## config.mk

```make
export PLATFORM = sky130hd
export DESIGN_NAME = acfg_top
export DESIGN_NICKNAME = d
export VERILOG_FILES = /design/src/hw/acfg_pkg.sv /design/src/hw/acfg_seq_mem.sv /design/src/hw/acfg_top.sv
export SDC_FILE = /design/constraint.sdc
export NUM_CORES = 2
export LEC_CHECK = 0
export BUFFER_PORTS_ARGS = -buffer_cell sky130_fd_sc_hd__buf_2
export CORE_AREA = 2 2 270 325
export CTS_CLUSTER_SIZE = 28
export DETAILED_ROUTE_END_ITERATION = 16
export DIE_AREA = 0 0 272 327
export PLACE_DENSITY = 0.85
export SETUP_SLACK_MARGIN = 0.3
export SYNTH_ARGS = -nofsm -noshare
export SYNTH_HDL_FRONTEND = slang
export SYNTH_HIERARCHICAL = 1
export SYNTH_SLANG_ARGS = --single-unit
```

## constraint.sdc

```tcl
create_clock -name SYS_CLK -period 17.9 [get_ports SYS_CLK]
set_input_delay 3.58 -clock SYS_CLK [delete_from_list [all_inputs] [get_ports SYS_CLK]]
set_output_delay 3.58 -clock SYS_CLK [all_outputs]
set_load 0.05 [all_outputs]
```

## src/hw/acfg_pkg.sv

```systemverilog
// package for the input configuration and sequence block: field layout, codes, enums
// assumes the serial word is sixteen bits, most significant bit first
package acfg_pkg;

    // ----------------------------------------------------------------
    // serial word layout
    // ----------------------------------------------------------------
    localparam int WORD_BITS = 16;
    localparam int WORD_MSB = 15;
    localparam int CODE_HI = 15;
    localparam int CODE_LO = 11;
    localparam int FIELD_HI = 10;
    localparam int FIELD_LO = 3;
    localparam int COMREF_BIT = 2;
    localparam logic [4:0] BITCNT_LAST = 5'h0F;

    // ----------------------------------------------------------------
    // register select codes
    // ----------------------------------------------------------------
    localparam logic [4:0] PAIRING_REG_SELECT_CODE = 5'h11;
    localparam logic [4:0] POLARITY_REG_SELECT_CODE = 5'h12;
    localparam logic [4:0] SEQUENCE_REG_SELECT_CODE = 5'h16;

    // ----------------------------------------------------------------
    // reset values and sizes
    // ----------------------------------------------------------------
    localparam logic [7:0] PAIRING_RESET = 8'h00;
    localparam logic [7:0] POLARITY_RESET = 8'h00;
    localparam logic COMREF_RESET = 1'b0;
    localparam logic [7:0] SEQ_LEN_RESET = 8'h00;
    localparam int SEQ_DEPTH = 256;
    localparam int SEQ_ADDR_W = 8;
    localparam int NIBBLE_W = 4;
    localparam logic [3:0] DEFAULT_CHANNEL = 4'h0;

    // ----------------------------------------------------------------
    // enumerations
    // ----------------------------------------------------------------
    typedef enum logic [4:0] {
        ST_IDLE      = 5'h01,
        ST_CMD_FRAME = 5'h02,
        ST_ARMED     = 5'h04,
        ST_PAT_FRAME = 5'h08,
        ST_PAT_DONE  = 5'h10
    } acfg_state_t;

    // channel source chosen by the scan mode logic outside
    typedef enum logic [1:0] {
        SRC_FIELD    = 2'h0,
        SRC_BITMAP   = 2'h1,
        SRC_SEQUENCE = 2'h2
    } acfg_src_t;

    // how the selected channel is converted
    typedef enum logic [1:0] {
        IN_SINGLE_ENDED = 2'h0,
        IN_PSEUDO_DIFF  = 2'h1,
        IN_FULLY_DIFF   = 2'h2,
        IN_COMMON_REF   = 2'h3
    } acfg_in_mode_t;

endpackage : acfg_pkg

```

## src/hw/acfg_seq_mem.sv

```systemverilog
// channel sequence store: one write port, one read port with registered data
// assumes the writer and reader share one clock
`timescale 1ns/1ps
module acfg_seq_mem #(
    parameter int DEPTH = 256,
    parameter int ADDR_W = 8,
    parameter int WIDTH = 4
) (
    input wire logic clk,
    input wire logic we,
    input wire logic [ADDR_W-1:0] waddr,
    input wire logic [WIDTH-1:0] wdata,
    input wire logic [ADDR_W-1:0] raddr,
    output logic [WIDTH-1:0] rdata
);

    logic [WIDTH-1:0] mem [DEPTH];

    // ----------------------------------------------------------------
    // storage; no reset, entries past the loaded count are masked above
    // ----------------------------------------------------------------
    always_ff @(posedge clk) begin
        if (we) begin
            mem[waddr] <= wdata;
        end
        rdata <= mem[raddr];
    end

endmodule : acfg_seq_mem

```

## src/hw/acfg_top.sv

```systemverilog
// input pairing, polarity and channel sequence logic behind the serial link
// assumes SCLK, CSN and DIN come from the host and are asynchronous to SYS_CLK;
// scan source and step inputs come from converter logic on SYS_CLK
// CSN must stand high when RSTN is released, or the first frame may be missed
//
// How it works
// - code 10001 in 15:11 writes pairing register
// - bits 10:3 pick pseudo-differential pairs, reset 0
// - bit 2 refers inputs to shared input 15
// - code 10010 in 15:11 writes polarity register
// - bits 10:3 pick bipolar differential pairs, reset 0
// - polarity alone gives two's complement differential
// - pairing bit beats polarity bit, binary output
// - common reference overrides pair bits, binary
// - all clear: single-ended binary, any pair
// - field or bitmap selects channel per mode
// - sequence holds up to 256 conversions
// - each entry is one 4-bit channel nibble
// - new sequence goes live at next falling CSN
// - missing entries read as channel 0
// - nibbles past length dropped until CSN rises
// - nibble cut by CSN stored as channel 0
// - code 10110 loads length minus one
// - msb 1 configures, msb 0 is mode command
`timescale 1ns/1ps
module acfg_top #(
    parameter int SEQ_DEPTH = acfg_pkg::SEQ_DEPTH
) (
    input wire logic SYS_CLK,
    input wire logic RSTN,
    input wire logic SCLK,
    input wire logic CSN,
    input wire logic DIN,
    input wire logic [1:0] SCAN_SOURCE,
    input wire logic [3:0] CHANNEL_NUMBER_FIELD,
    input wire logic [15:0] PER_CHANNEL_SCAN_BITMAP,
    input wire logic CONV_NEXT,
    output logic [3:0] CONV_CHANNEL,
    output logic [1:0] CONV_INPUT_MODE,
    output logic CONV_TWOS_COMPLEMENT,
    output logic [7:0] PAIR_PSEUDO_DIFF,
    output logic [7:0] PAIR_BIPOLAR,
    output logic COMMON_REFERENCE_ENABLE,
    output logic [7:0] SEQUENCE_LENGTH_MINUS_ONE,
    output logic [8:0] SEQUENCE_LOADED_COUNT,
    output logic SEQUENCE_ACTIVATED,
    output logic MODE_CMD_VALID,
    output logic [15:0] MODE_CMD_WORD
);

    // ----------------------------------------------------------------
    // state record
    // ----------------------------------------------------------------
    typedef struct packed {
        logic [2:0] sclk_s;
        logic [2:0] csn_s;
        logic [1:0] din_s;
        acfg_pkg::acfg_state_t state;
        logic [4:0] bitcnt;
        logic word_done;
        logic [15:0] shift;
        logic [3:0] nib;
        logic [1:0] nibcnt;
        logic [8:0] nib_idx;
        logic [7:0] pairing;
        logic [7:0] polarity;
        logic comref;
        logic [7:0] len_pend;
        logic [8:0] cnt_pend;
        logic [7:0] len_act;
        logic [8:0] cnt_act;
        logic activated;
        logic [7:0] seq_ptr;
        logic seq_hit_d;
        logic [3:0] bmp_ptr;
        logic [3:0] chan;
        logic [1:0] in_mode;
        logic twos;
        logic cmd_valid;
        logic [15:0] cmd_word;
    } acfg_regs_t;

    acfg_regs_t st_r;
    acfg_regs_t st_nxt;
    logic mem_we;
    logic [7:0] mem_waddr;
    logic [3:0] mem_wdata;
    logic [3:0] mem_rdata;

    // ----------------------------------------------------------------
    // sequence store
    // ----------------------------------------------------------------
    // read address is the live pointer, so read data trail it by one cycle
    acfg_seq_mem #(
        .DEPTH(SEQ_DEPTH),
        .ADDR_W(acfg_pkg::SEQ_ADDR_W),
        .WIDTH(acfg_pkg::NIBBLE_W)
    ) u_seq_mem (
        .clk(SYS_CLK),
        .we(mem_we),
        .waddr(mem_waddr),
        .wdata(mem_wdata),
        .raddr(st_r.seq_ptr),
        .rdata(mem_rdata)
    );

    // ----------------------------------------------------------------
    // next-state logic
    // ----------------------------------------------------------------
    logic sclk_rise;
    logic cs_fall;
    logic cs_rise;
    logic bit_in;
    logic [15:0] word;
    logic [4:0] code;
    logic [3:0] src_chan;
    logic [3:0] bmp_pick;
    logic bmp_found;
    logic [2:0] pair;
    logic [4:0] probe;
    logic [3:0] pch;

    always_comb begin
        st_nxt = st_r;
        mem_we = 1'b0;
        mem_waddr = st_r.nib_idx[7:0];
        mem_wdata = acfg_pkg::DEFAULT_CHANNEL;
        word = '0;
        code = '0;
        bmp_pick = st_r.bmp_ptr;
        bmp_found = 1'b0;
        probe = '0;
        pch = '0;
        src_chan = acfg_pkg::DEFAULT_CHANNEL;
        pair = '0;
        st_nxt.cmd_valid = 1'b0;
        st_nxt.activated = 1'b0;

        // pins pass two flops; the third stage only serves edge detection
        st_nxt.sclk_s = {st_r.sclk_s[1:0], SCLK};
        st_nxt.csn_s = {st_r.csn_s[1:0], CSN};
        st_nxt.din_s = {st_r.din_s[0], DIN};
        sclk_rise = st_r.sclk_s[1] & ~st_r.sclk_s[2];
        cs_fall = ~st_r.csn_s[1] & st_r.csn_s[2];
        cs_rise = st_r.csn_s[1] & ~st_r.csn_s[2];
        bit_in = st_r.din_s[1];

        // ------------------------------------------------------------
        // frame sequencer: command frames, then the two-frame pattern load
        // ------------------------------------------------------------
        case (st_r.state)
            acfg_pkg::ST_IDLE: begin
                if (cs_fall) begin
                    st_nxt.state = acfg_pkg::ST_CMD_FRAME;
                    st_nxt.bitcnt = '0;
                    st_nxt.word_done = 1'b0;
                end
            end
            acfg_pkg::ST_CMD_FRAME: begin
                if (cs_rise) begin
                    // a length word arms the pattern frame that follows
                    if (st_r.word_done && st_r.shift[acfg_pkg::WORD_MSB]
                        && st_r.shift[acfg_pkg::CODE_HI:acfg_pkg::CODE_LO]
                           == acfg_pkg::SEQUENCE_REG_SELECT_CODE) begin
                        st_nxt.state = acfg_pkg::ST_ARMED;
                    end else begin
                        st_nxt.state = acfg_pkg::ST_IDLE;
                    end
                end else if (sclk_rise && !st_r.word_done) begin
                    // msb first; the count stops at sixteen so long frames do no harm
                    word = {st_r.shift[14:0], bit_in};
                    st_nxt.shift = word;
                    st_nxt.bitcnt = st_r.bitcnt + 5'h01;
                    if (st_r.bitcnt == acfg_pkg::BITCNT_LAST) begin
                        // bits after the sixteenth are not looked at
                        st_nxt.word_done = 1'b1;
                        code = word[acfg_pkg::CODE_HI:acfg_pkg::CODE_LO];
                        if (word[acfg_pkg::WORD_MSB]) begin
                            // other codes belong to registers kept elsewhere
                            case (code)
                                acfg_pkg::PAIRING_REG_SELECT_CODE: begin
                                    st_nxt.pairing =
                                        word[acfg_pkg::FIELD_HI:acfg_pkg::FIELD_LO];
                                    st_nxt.comref = word[acfg_pkg::COMREF_BIT];
                                end
                                acfg_pkg::POLARITY_REG_SELECT_CODE: begin
                                    st_nxt.polarity =
                                        word[acfg_pkg::FIELD_HI:acfg_pkg::FIELD_LO];
                                end
                                acfg_pkg::SEQUENCE_REG_SELECT_CODE: begin
                                    st_nxt.len_pend =
                                        word[acfg_pkg::FIELD_HI:acfg_pkg::FIELD_LO];
                                end
                                default: begin
                                end
                            endcase
                        end else begin
                            st_nxt.cmd_valid = 1'b1;
                            st_nxt.cmd_word = word;
                        end
                    end
                end
            end
            acfg_pkg::ST_ARMED: begin
                // the next frame carries nibbles, whatever it holds
                if (cs_fall) begin
                    st_nxt.state = acfg_pkg::ST_PAT_FRAME;
                    st_nxt.nibcnt = '0;
                    st_nxt.nib_idx = '0;
                end
            end
            acfg_pkg::ST_PAT_FRAME: begin
                if (cs_rise) begin
                    // a cut nibble still takes its slot, as channel 0
                    if (st_r.nibcnt != 2'h0
                        && st_r.nib_idx <= {1'b0, st_r.len_pend}) begin
                        mem_we = 1'b1;
                        mem_wdata = acfg_pkg::DEFAULT_CHANNEL;
                        st_nxt.nib_idx = st_r.nib_idx + 9'h001;
                    end
                    st_nxt.state = acfg_pkg::ST_PAT_DONE;
                end else if (sclk_rise) begin
                    // four rising edges make one entry, msb first
                    st_nxt.nib = {st_r.nib[2:0], bit_in};
                    st_nxt.nibcnt = st_r.nibcnt + 2'h1;
                    if (st_r.nibcnt == 2'h3) begin
                        // entries beyond the length are dropped until cs rises
                        if (st_r.nib_idx <= {1'b0, st_r.len_pend}) begin
                            mem_we = 1'b1;
                            mem_wdata = {st_r.nib[2:0], bit_in};
                            st_nxt.nib_idx = st_r.nib_idx + 9'h001;
                        end
                    end
                end
            end
            acfg_pkg::ST_PAT_DONE: begin
                // the count is parked here so activation copies a settled value
                st_nxt.cnt_pend = st_r.nib_idx;
                if (cs_fall) begin
                    // the new pattern goes live and this frame is a command frame
                    st_nxt.len_act = st_r.len_pend;
                    st_nxt.cnt_act = st_r.cnt_pend;
                    st_nxt.seq_ptr = '0;
                    st_nxt.activated = 1'b1;
                    st_nxt.state = acfg_pkg::ST_CMD_FRAME;
                    st_nxt.bitcnt = '0;
                    st_nxt.word_done = 1'b0;
                end
            end
            default: begin
                // a corrupt state code falls back to idle rather than locking up
                st_nxt.state = acfg_pkg::ST_IDLE;
            end
        endcase

        // ------------------------------------------------------------
        // channel selection and input decode
        // ------------------------------------------------------------
        // sequence walk; entries not sent read back as channel 0
        // the activation cycle wins over an advance, so entry 0 is never skipped
        st_nxt.seq_hit_d = {1'b0, st_r.seq_ptr} < st_r.cnt_act;
        if (CONV_NEXT && SCAN_SOURCE == acfg_pkg::SRC_SEQUENCE && !st_nxt.activated) begin
            st_nxt.seq_ptr = (st_r.seq_ptr == st_r.len_act) ? 8'h00 : st_r.seq_ptr + 8'h01;
        end

        // bitmap walk: lowest enabled channel at or after the pointer, wrapping
        for (int i = 15; i >= 0; i--) begin
            probe = {1'b0, st_r.bmp_ptr} + 5'(i);
            pch = probe[3:0];
            if (PER_CHANNEL_SCAN_BITMAP[pch]) begin
                bmp_pick = pch;
                bmp_found = 1'b1;
            end
        end
        // an empty bitmap leaves the pointer where it is
        if (CONV_NEXT && SCAN_SOURCE == acfg_pkg::SRC_BITMAP && bmp_found) begin
            st_nxt.bmp_ptr = bmp_pick + 4'h1;
        end

        // channel source per scan mode
        // the unused source code falls back to the field, the safest choice
        case (SCAN_SOURCE)
            acfg_pkg::SRC_BITMAP: src_chan = bmp_pick;
            acfg_pkg::SRC_SEQUENCE: src_chan = st_r.seq_hit_d ? mem_rdata
                                                              : acfg_pkg::DEFAULT_CHANNEL;
            default: src_chan = CHANNEL_NUMBER_FIELD;
        endcase
        st_nxt.chan = src_chan;

        // input decode: common reference, then pairing, then polarity
        // register bit 7 belongs to pair 0/1, so the index runs downwards
        pair = src_chan[3:1];
        if (st_r.comref) begin
            st_nxt.in_mode = acfg_pkg::IN_COMMON_REF;
            st_nxt.twos = 1'b0;
        end else if (st_r.pairing[3'h7 - pair]) begin
            st_nxt.in_mode = acfg_pkg::IN_PSEUDO_DIFF;
            st_nxt.twos = 1'b0;
        end else if (st_r.polarity[3'h7 - pair]) begin
            st_nxt.in_mode = acfg_pkg::IN_FULLY_DIFF;
            st_nxt.twos = 1'b1;
        end else begin
            st_nxt.in_mode = acfg_pkg::IN_SINGLE_ENDED;
            st_nxt.twos = 1'b0;
        end
    end

    // ----------------------------------------------------------------
    // state register
    // ----------------------------------------------------------------
    always_ff @(posedge SYS_CLK) begin
        if (!RSTN) begin
            // clear the whole record, then set fields whose reset is not plain zero
            st_r <= '0;
            st_r.sclk_s <= 3'h0;
            st_r.csn_s <= 3'h7; // idle deselected so reset does not fake an edge
            st_r.state <= acfg_pkg::ST_IDLE;
            st_r.pairing <= acfg_pkg::PAIRING_RESET;
            st_r.polarity <= acfg_pkg::POLARITY_RESET;
            st_r.comref <= acfg_pkg::COMREF_RESET;
            st_r.len_pend <= acfg_pkg::SEQ_LEN_RESET;
            st_r.len_act <= acfg_pkg::SEQ_LEN_RESET;
        end else begin
            st_r <= st_nxt;
        end
    end

    // ----------------------------------------------------------------
    // outputs, all from the state register
    // ----------------------------------------------------------------
    assign CONV_CHANNEL = st_r.chan;
    assign CONV_INPUT_MODE = st_r.in_mode;
    assign CONV_TWOS_COMPLEMENT = st_r.twos;
    assign PAIR_PSEUDO_DIFF = st_r.pairing;
    assign PAIR_BIPOLAR = st_r.polarity;
    assign COMMON_REFERENCE_ENABLE = st_r.comref;
    assign SEQUENCE_LENGTH_MINUS_ONE = st_r.len_act;
    assign SEQUENCE_LOADED_COUNT = st_r.cnt_act;
    assign SEQUENCE_ACTIVATED = st_r.activated;
    assign MODE_CMD_VALID = st_r.cmd_valid;
    assign MODE_CMD_WORD = st_r.cmd_word;

endmodule : acfg_top

```

==> Word level (Yosys, flattened, before mapping) <==
Memory sizes are Yosys's and may differ from the RTL's. A register that Yosys moved wholly into a read port is not among the register bits.
Cells that the tools add are included.
{ "op_classes": {"bitwise_logic": 12, "n_eq_ne": 27, "order_cmp": 19, "n_reduce_logical": 31, "n_div": 0, "add_sub_neg": 21, "mul": 0, "shifts": 0, "mux": 109} }
{ "op_table": {"columns": ["operator", "n"], "rows": [
  ["2-to-1 mux 4 bit", 22],
  ["< comparator 4 x 5 -> 1 bit (second input constant)", 16],
  ["binary-select mux 1 bit (select 4 bit)", 16],
  ["2-to-1 mux 9 bit", 6],
  ["2-to-1 mux 22 bit", 2],
  ["2-to-1 mux 1 bit", 43],
  ["2-to-1 mux 11 bit", 3],
  ["adder 4 bit (second input constant)", 8],
  ["equality test 5 bit (second input constant)", 5],
  ["AND reduction 6 bit", 4],
  ["case mux 11 bit (2 select lines)", 1],
  ["case mux 5 bit (4 select lines)", 1],
  ["2-to-1 mux 17 bit", 1],
  ["adder 4 x 3 -> 4 bit (second input constant)", 4],
  ["2-to-1 mux 8 bit", 2],
  ["inequality test 2 bit (second input constant)", 8],
  ["2-to-1 mux 5 bit", 3],
  ["2-to-1 mux 3 bit", 4],
  ["inequality test 3 bit (second input constant)", 4],
  ["case mux 6 bit (2 select lines)", 1],
  ["AND reduction 4 bit", 3],
  ["equality test 5 x 4 -> 1 bit (second input constant)", 2],
  ["AND reduction 5 bit", 2],
  ["nonzero test 2 bit", 5],
  ["29 further kinds", 53]
]} }
{ "word_totals": {"word_cells": 246, "latch_bits": 0, "mem_bits_rw": 1024, "rom_bits": 0, "reg_bits": 137, "memories": 1} }
{ "memory_table": {"columns": ["memory", "words", "word_bits", "rd", "rd_ports_with_merged_regs", "wr", "line", "source"], "rows": [
  ["u_seq_mem.mem", 256, 4, 1, 1, 1, "acfg_seq_mem.sv:17", "logic [WIDTH-1:0] mem [DEPTH];"]
]} }

==> Depth between registers and ports, before layout <==
{ "depth": {"depth_word": 26, "mapped_depth": 20, "ltp_nobuf": 15} }

==> Hierarchy <==
The synthesis kept the hierarchy.
{ "modules_own_cells": {"columns": ["mod", "instances", "seq_area_each_um2", "cells_per_inst", "area_each_um2"], "rows": [
  ["acfg_seq_mem", 1, 30829.6, 2051, 40675.3],
  ["acfg_top", 1, 2742.6, 1037, 8695.8]
]} }

==> Worst setup path after synthesis <==
No wires, ideal clock.
{ "synth_path": {"kind": "input port to flip-flop", "startpoint": "input PER_CHANNEL_SCAN_BITMAP[10]", "endpoint": "register st_r, in the netlist CONV_INPUT_MODE[0]", "setup_slack_ns": 11.300, "arrival_time_ns": 6.485, "cell_stages": 13, "required_time_ns": 17.785, "path_cell_list": "mux4_2 mux2_2 nand2_1 o21ai_1 or3_1 or4_1 o211ai_2 a31o_1 buf_6 mux2i_1 mux2_2 mux2i_1 o21a_1"} }
{ "synth_between": {"elab_chain_cells": 24, "elab_cells_between_ends": 54} }
{ "synth_lines": {"columns": ["element", "line", "source"], "rows": [
  ["start: declaration", "acfg_top.sv:36", "input wire logic [15:0] PER_CHANNEL_SCAN_BITMAP,"],
  ["binary-select mux 1 bit (select 4 bit)", "acfg_top.sv:270", "if (PER_CHANNEL_SCAN_BITMAP[pch]) begin"],
  ["2-to-1 mux 1 bit (not written as such)", "acfg_top.sv:270", null],
  ["2-to-1 mux 4 bit (15 in series)", "acfg_top.sv:270", null],
  ["2-to-1 mux 4 bit (*)", "acfg_top.sv:270", null],
  ["case mux 4 bit (2 select lines) (*)", "acfg_top.sv:282", "case (SCAN_SOURCE)"],
  ["subtractor 3 bit (*)", "acfg_top.sv:296", "end else if (st_r.pairing[3'h7 - pair]) begin"],
  ["binary-select mux 1 bit (select 3 bit) (*)", "acfg_top.sv:296", null],
  ["2-to-1 mux 1 bit (not written as such) (*)", "acfg_top.sv:296", null],
  ["2-to-1 mux 3 bit (*)", "acfg_top.sv:296", null],
  ["2-to-1 mux 3 bit (*)", "acfg_top.sv:293", "if (st_r.comref) begin"],
  ["end signal: assignment", "acfg_top.sv:324", "st_r <= st_nxt;"],
  ["end: declaration", "acfg_top.sv:83", "acfg_regs_t st_r;"]
]} }
Mark *: on every way between the ends. The rest lies on a longest branch, timed or not. The select of a mux whose other input is x is not followed.
A chain may end at the register's enable or synchronous reset.

==> Final worst setup path <==
{ "layout_path": {"startpoint": "input PER_CHANNEL_SCAN_BITMAP[5]", "endpoint": "register st_r, in the netlist CONV_TWOS_COMPLEMENT"} }
{ "layout_between": {"elab_chain_cells": 23, "elab_cells_between_ends": 56} }
{ "layout_lines": {"columns": ["element", "line"], "rows": [
  ["binary-select mux 1 bit (select 4 bit)", "acfg_top.sv:270"],
  ["2-to-1 mux 1 bit (not written as such)", "acfg_top.sv:270"],
  ["2-to-1 mux 4 bit (15 in series)", "acfg_top.sv:270"],
  ["2-to-1 mux 4 bit (*)", "acfg_top.sv:270"],
  ["case mux 4 bit (2 select lines) (*)", "acfg_top.sv:282"],
  ["subtractor 3 bit (*)", "acfg_top.sv:296, acfg_top.sv:299"],
  ["binary-select mux 1 bit (select 3 bit) (on tied branches)", "acfg_top.sv:296, acfg_top.sv:299"],
  ["2-to-1 mux 1 bit (on tied branches)", "acfg_top.sv:296, acfg_top.sv:299"],
  ["OR reduction 3 bit (no line) / 2-to-1 mux 3 bit (equally long branches)", null]
]} }
Marks and branches as above.

==> flow_summary.json <==
{
  "antenna_left": 0,
  "dp_hpwl_mm": 70.0,
  "drt-total-wl_mm": 125,
  "synth.net_count": 3147,
  "max_stage_delay_ns": 0.56,
  "clock_path_buffers": 3,
  "r2r-end": "u_seq_mem/mem[72][0]",
  "ctsResizeCount": 0,
  "yosysMostFrequentCell": "edfxtp_1",
  "postCtsSetupBuffers": 0,
  "cts_made_buffers": 101,
  "period_share": 0.376,
  "maxCapViolCount": 0,
  "mappedNetlistArea_mm2": 0.0494,
  "floorplan.initialDensity": 0.576,
  "syn_area_per_cell_um2": 16.0,
  "clk_pin_slew_ns": 0.06,
  "core_area_mm2": 0.0858,
  "syn2layout_area_growth_pct": 8.75,
  "critPathArrivalTime_ns": 7.34,
  "drive_gt1_frac": 0.191,
  "die-area_mm2": 0.0889,
  "async_flop_share": 0,
  "h-tree-depth": 3,
  "drtIter0Drc": 3958,
  "netlist_instances": 3088,
  "die_h_um": 327,
  "num_rows": 118,
  "hp-start": "st_nxt[134]",
  "hp-class": "flip-flop to flip-flop",
  "viasPerCell": 6.76,
  "io_buffers": 85,
  "place_ws_ns": 10.58,
  "ys_types": 74,
  "irDropWorstVdd_v": 0.0000739,
  "setup_tns_ns": 0,
  "ios": 87,
  "cp-end-kind": "flip-flop",
  "grt_overflow": 0,
  "multi_input_area_mm2": 0.0144,
  "cts_sinks": 1165,
  "crit_type": "input port to flip-flop",
  "yosys_most_used_dff": "edfxtp_1",
  "synth_common_cells": "edfxtp_1, nor2_1, mux4_2, nand2_1, mux2i_1",
  "worstPathCellList": "buf_2 > mux4_2 > mux2i_1 > mux2i_2 > or3_1 > or4_1 > o211ai_2 > a31o_1 > mux2i_1 > mux2_2 > nand4_1 > a21oi_1",
  "track_usage": 0.281,
  "r2r_setup_slack_ns": 11.85,
  "chipWidth_um": 272,
  "dpl-instance-area_mm2": 0.0503,
  "synth_edf_count": 1024,
  "grt_max_degree": 123,
  "place.gp.congestion": 0.929,
  "route.detailed.drc": 0,
  "crit_slowest_cell": "or4_1",
  "synth_seq_area_share": 0.680,
  "drv_slew": 0,
  "cp-start-kind": "input port",
  "rr_worst_depth": 13,
  "timing.fmax_ghz": 0.148,
  "cts-root-buf": "clkbuf_16",
  "p_per_area_mw_per_mm2": 100,
  "final-seq-area_mm2": 0.0336,
  "ys_top_cells_by_area": "edfxtp_1, mux4_2, dfxtp_1, mux2i_1, nor2_1",
  "r2r-start": "mem_waddr[1]",
  "rsz0062_at_grt": "false",
  "nets": 3140,
  "hold_path_depth": 1,
  "fillers": 5557,
  "crit_top_cell": "mux2i_1",
  "fin_area_mm2": 0.0537,
  "status": "complete, no violations",
  "ys_ff_latch": 1165,
  "cts_tree": "done",
  "grt_pass1_wl_mm": 187,
  "wire_per_inst_um": 29.0,
  "worst_pin_slew_ns": 1.25,
  "holdBufCountCts": 0,
  "num_vias": 29100,
  "hold_viol": 0,
  "synth_top_area_share": 0.623,
  "post-route-min-period_ns": 6.74,
  "power_uw": 5390,
  "ys.warnings.count": 6,
  "antenna_found_initial": 2,
  "fin_skew_ns": 0.0373,
  "first_pass_iters": 8,
  "synth.largest_area_cell": "edfxtp_1",
  "slew_headroom": 0.143,
  "setup_viol_count_final": 0,
  "fin_ws_ns": 11.16,
  "worstHoldEndpoint": "st_nxt[135]",
  "leakage_uw": 0.0181,
  "clk-insertion-delay-late_ns": 0.69,
  "required_ns": 18.51,
  "first_global_vias": 29400,
  "crit_fanout": 9
}
-- routing by layer --
layer	GRT usage	wire, um	up-vias
li1	-	-	11900
met1	0.337	41700	14600
met2	0.471	62200	2057
met3	0.0540	12600	511
met4	0.176	8490	2
met5	0	12	-
-- cells in the final DEF (no fill, tap or decap), types with 53 or more instances in the layout --
master	instances
mux2i_1	152
clkbuf_16	103
nor2_1	392
mux4_2	272
dfxtp_1	136
nand2_1	184
buf_2	85
edfxtp_1	1024
a21oi_1	102
nand3_1	53
-- flip-flops by register name, summed over array words and instances (netlist names) --
register and cells:
COMMON_REFERENCE_ENABLE 1, CONV_CHANNEL 4, CONV_INPUT_MODE 2, CONV_TWOS_COMPLEMENT 1, MODE_CMD_VALID 1, MODE_CMD_WORD 15, PAIR_BIPOLAR 8, PAIR_PSEUDO_DIFF 8
SEQUENCE_ACTIVATED 1, SEQUENCE_LENGTH_MINUS_ONE 8, SEQUENCE_LOADED_COUNT 9, bit_in 1, mem_waddr 8, st_nxt 5, st_r 65, u_seq_mem/mem 1024
u_seq_mem/rdata 4
-- final cells by class --
class,count,area share
clock inverter,72,0.0139
multi-input combinational,1655,0.268
tap,1140,0.0266
antenna,1,0.0000466
sequential,1165,0.626
inverter,35,0.00247
timing repair buffer,123,0.0137
clock buffer,118,0.0494
-- through the flow --
stage	std cells	hold WS, ns	utilization
4_1_cts	4307	0.423	0.626
3_3_place_gp	4117	0.416	0.586
6_report	4309	0.424	0.626
2_1_floorplan	3088	0.386	-
5_1_grt	4308	0.444	0.626
3_5_place_dp	4117	0.402	0.586
-- where the power goes --
group / switching, uW / leakage, uW / internal, uW / total, uW
clock network: 995 / 0.00166 / 1260 / 2250
registers: 1.83 / 0.0118 / 2910 / 2910
logic: 139 / 0.00458 / 84.7 / 224
-- logic make-up (layout without fill, tap and decap cells) --
family,count (synthesis),after routing,synth area share
buf+inv,268,348,0.0294
compound gates,320,320,0.0421
fa+ha+maj,31,31,0.00786
xor+xnor,34,34,0.00618
simple gates,822,822,0.0742
flops,1165,1165,0.680
other cells,1,2,0.0000760
mux,447,447,0.160
-- worst max-delay path by stage --
stage,from,to,cells after the start
finish,PER_CHANNEL_SCAN_BITMAP[5],CONV_TWOS_COMPLEMENT,12
global route,PER_CHANNEL_SCAN_BITMAP[2],CONV_TWOS_COMPLEMENT,12
CTS,PER_CHANNEL_SCAN_BITMAP[5],CONV_TWOS_COMPLEMENT,12
global placement,PER_CHANNEL_SCAN_BITMAP[5],CONV_TWOS_COMPLEMENT,12
detailed placement,PER_CHANNEL_SCAN_BITMAP[5],CONV_INPUT_MODE[0],12
floorplan,PER_CHANNEL_SCAN_BITMAP[10],CONV_INPUT_MODE[0],13
-- worst max-delay path: cells and delay by family --
family	cells	cell delay (ns)
buffers and inverters	1	0.15
AND/OR/NAND/NOR	3	1.09
multiplexers	5	1.64
AO/OA/AOI/OAI	3	0.88
(Power assumes the default switching activity.)
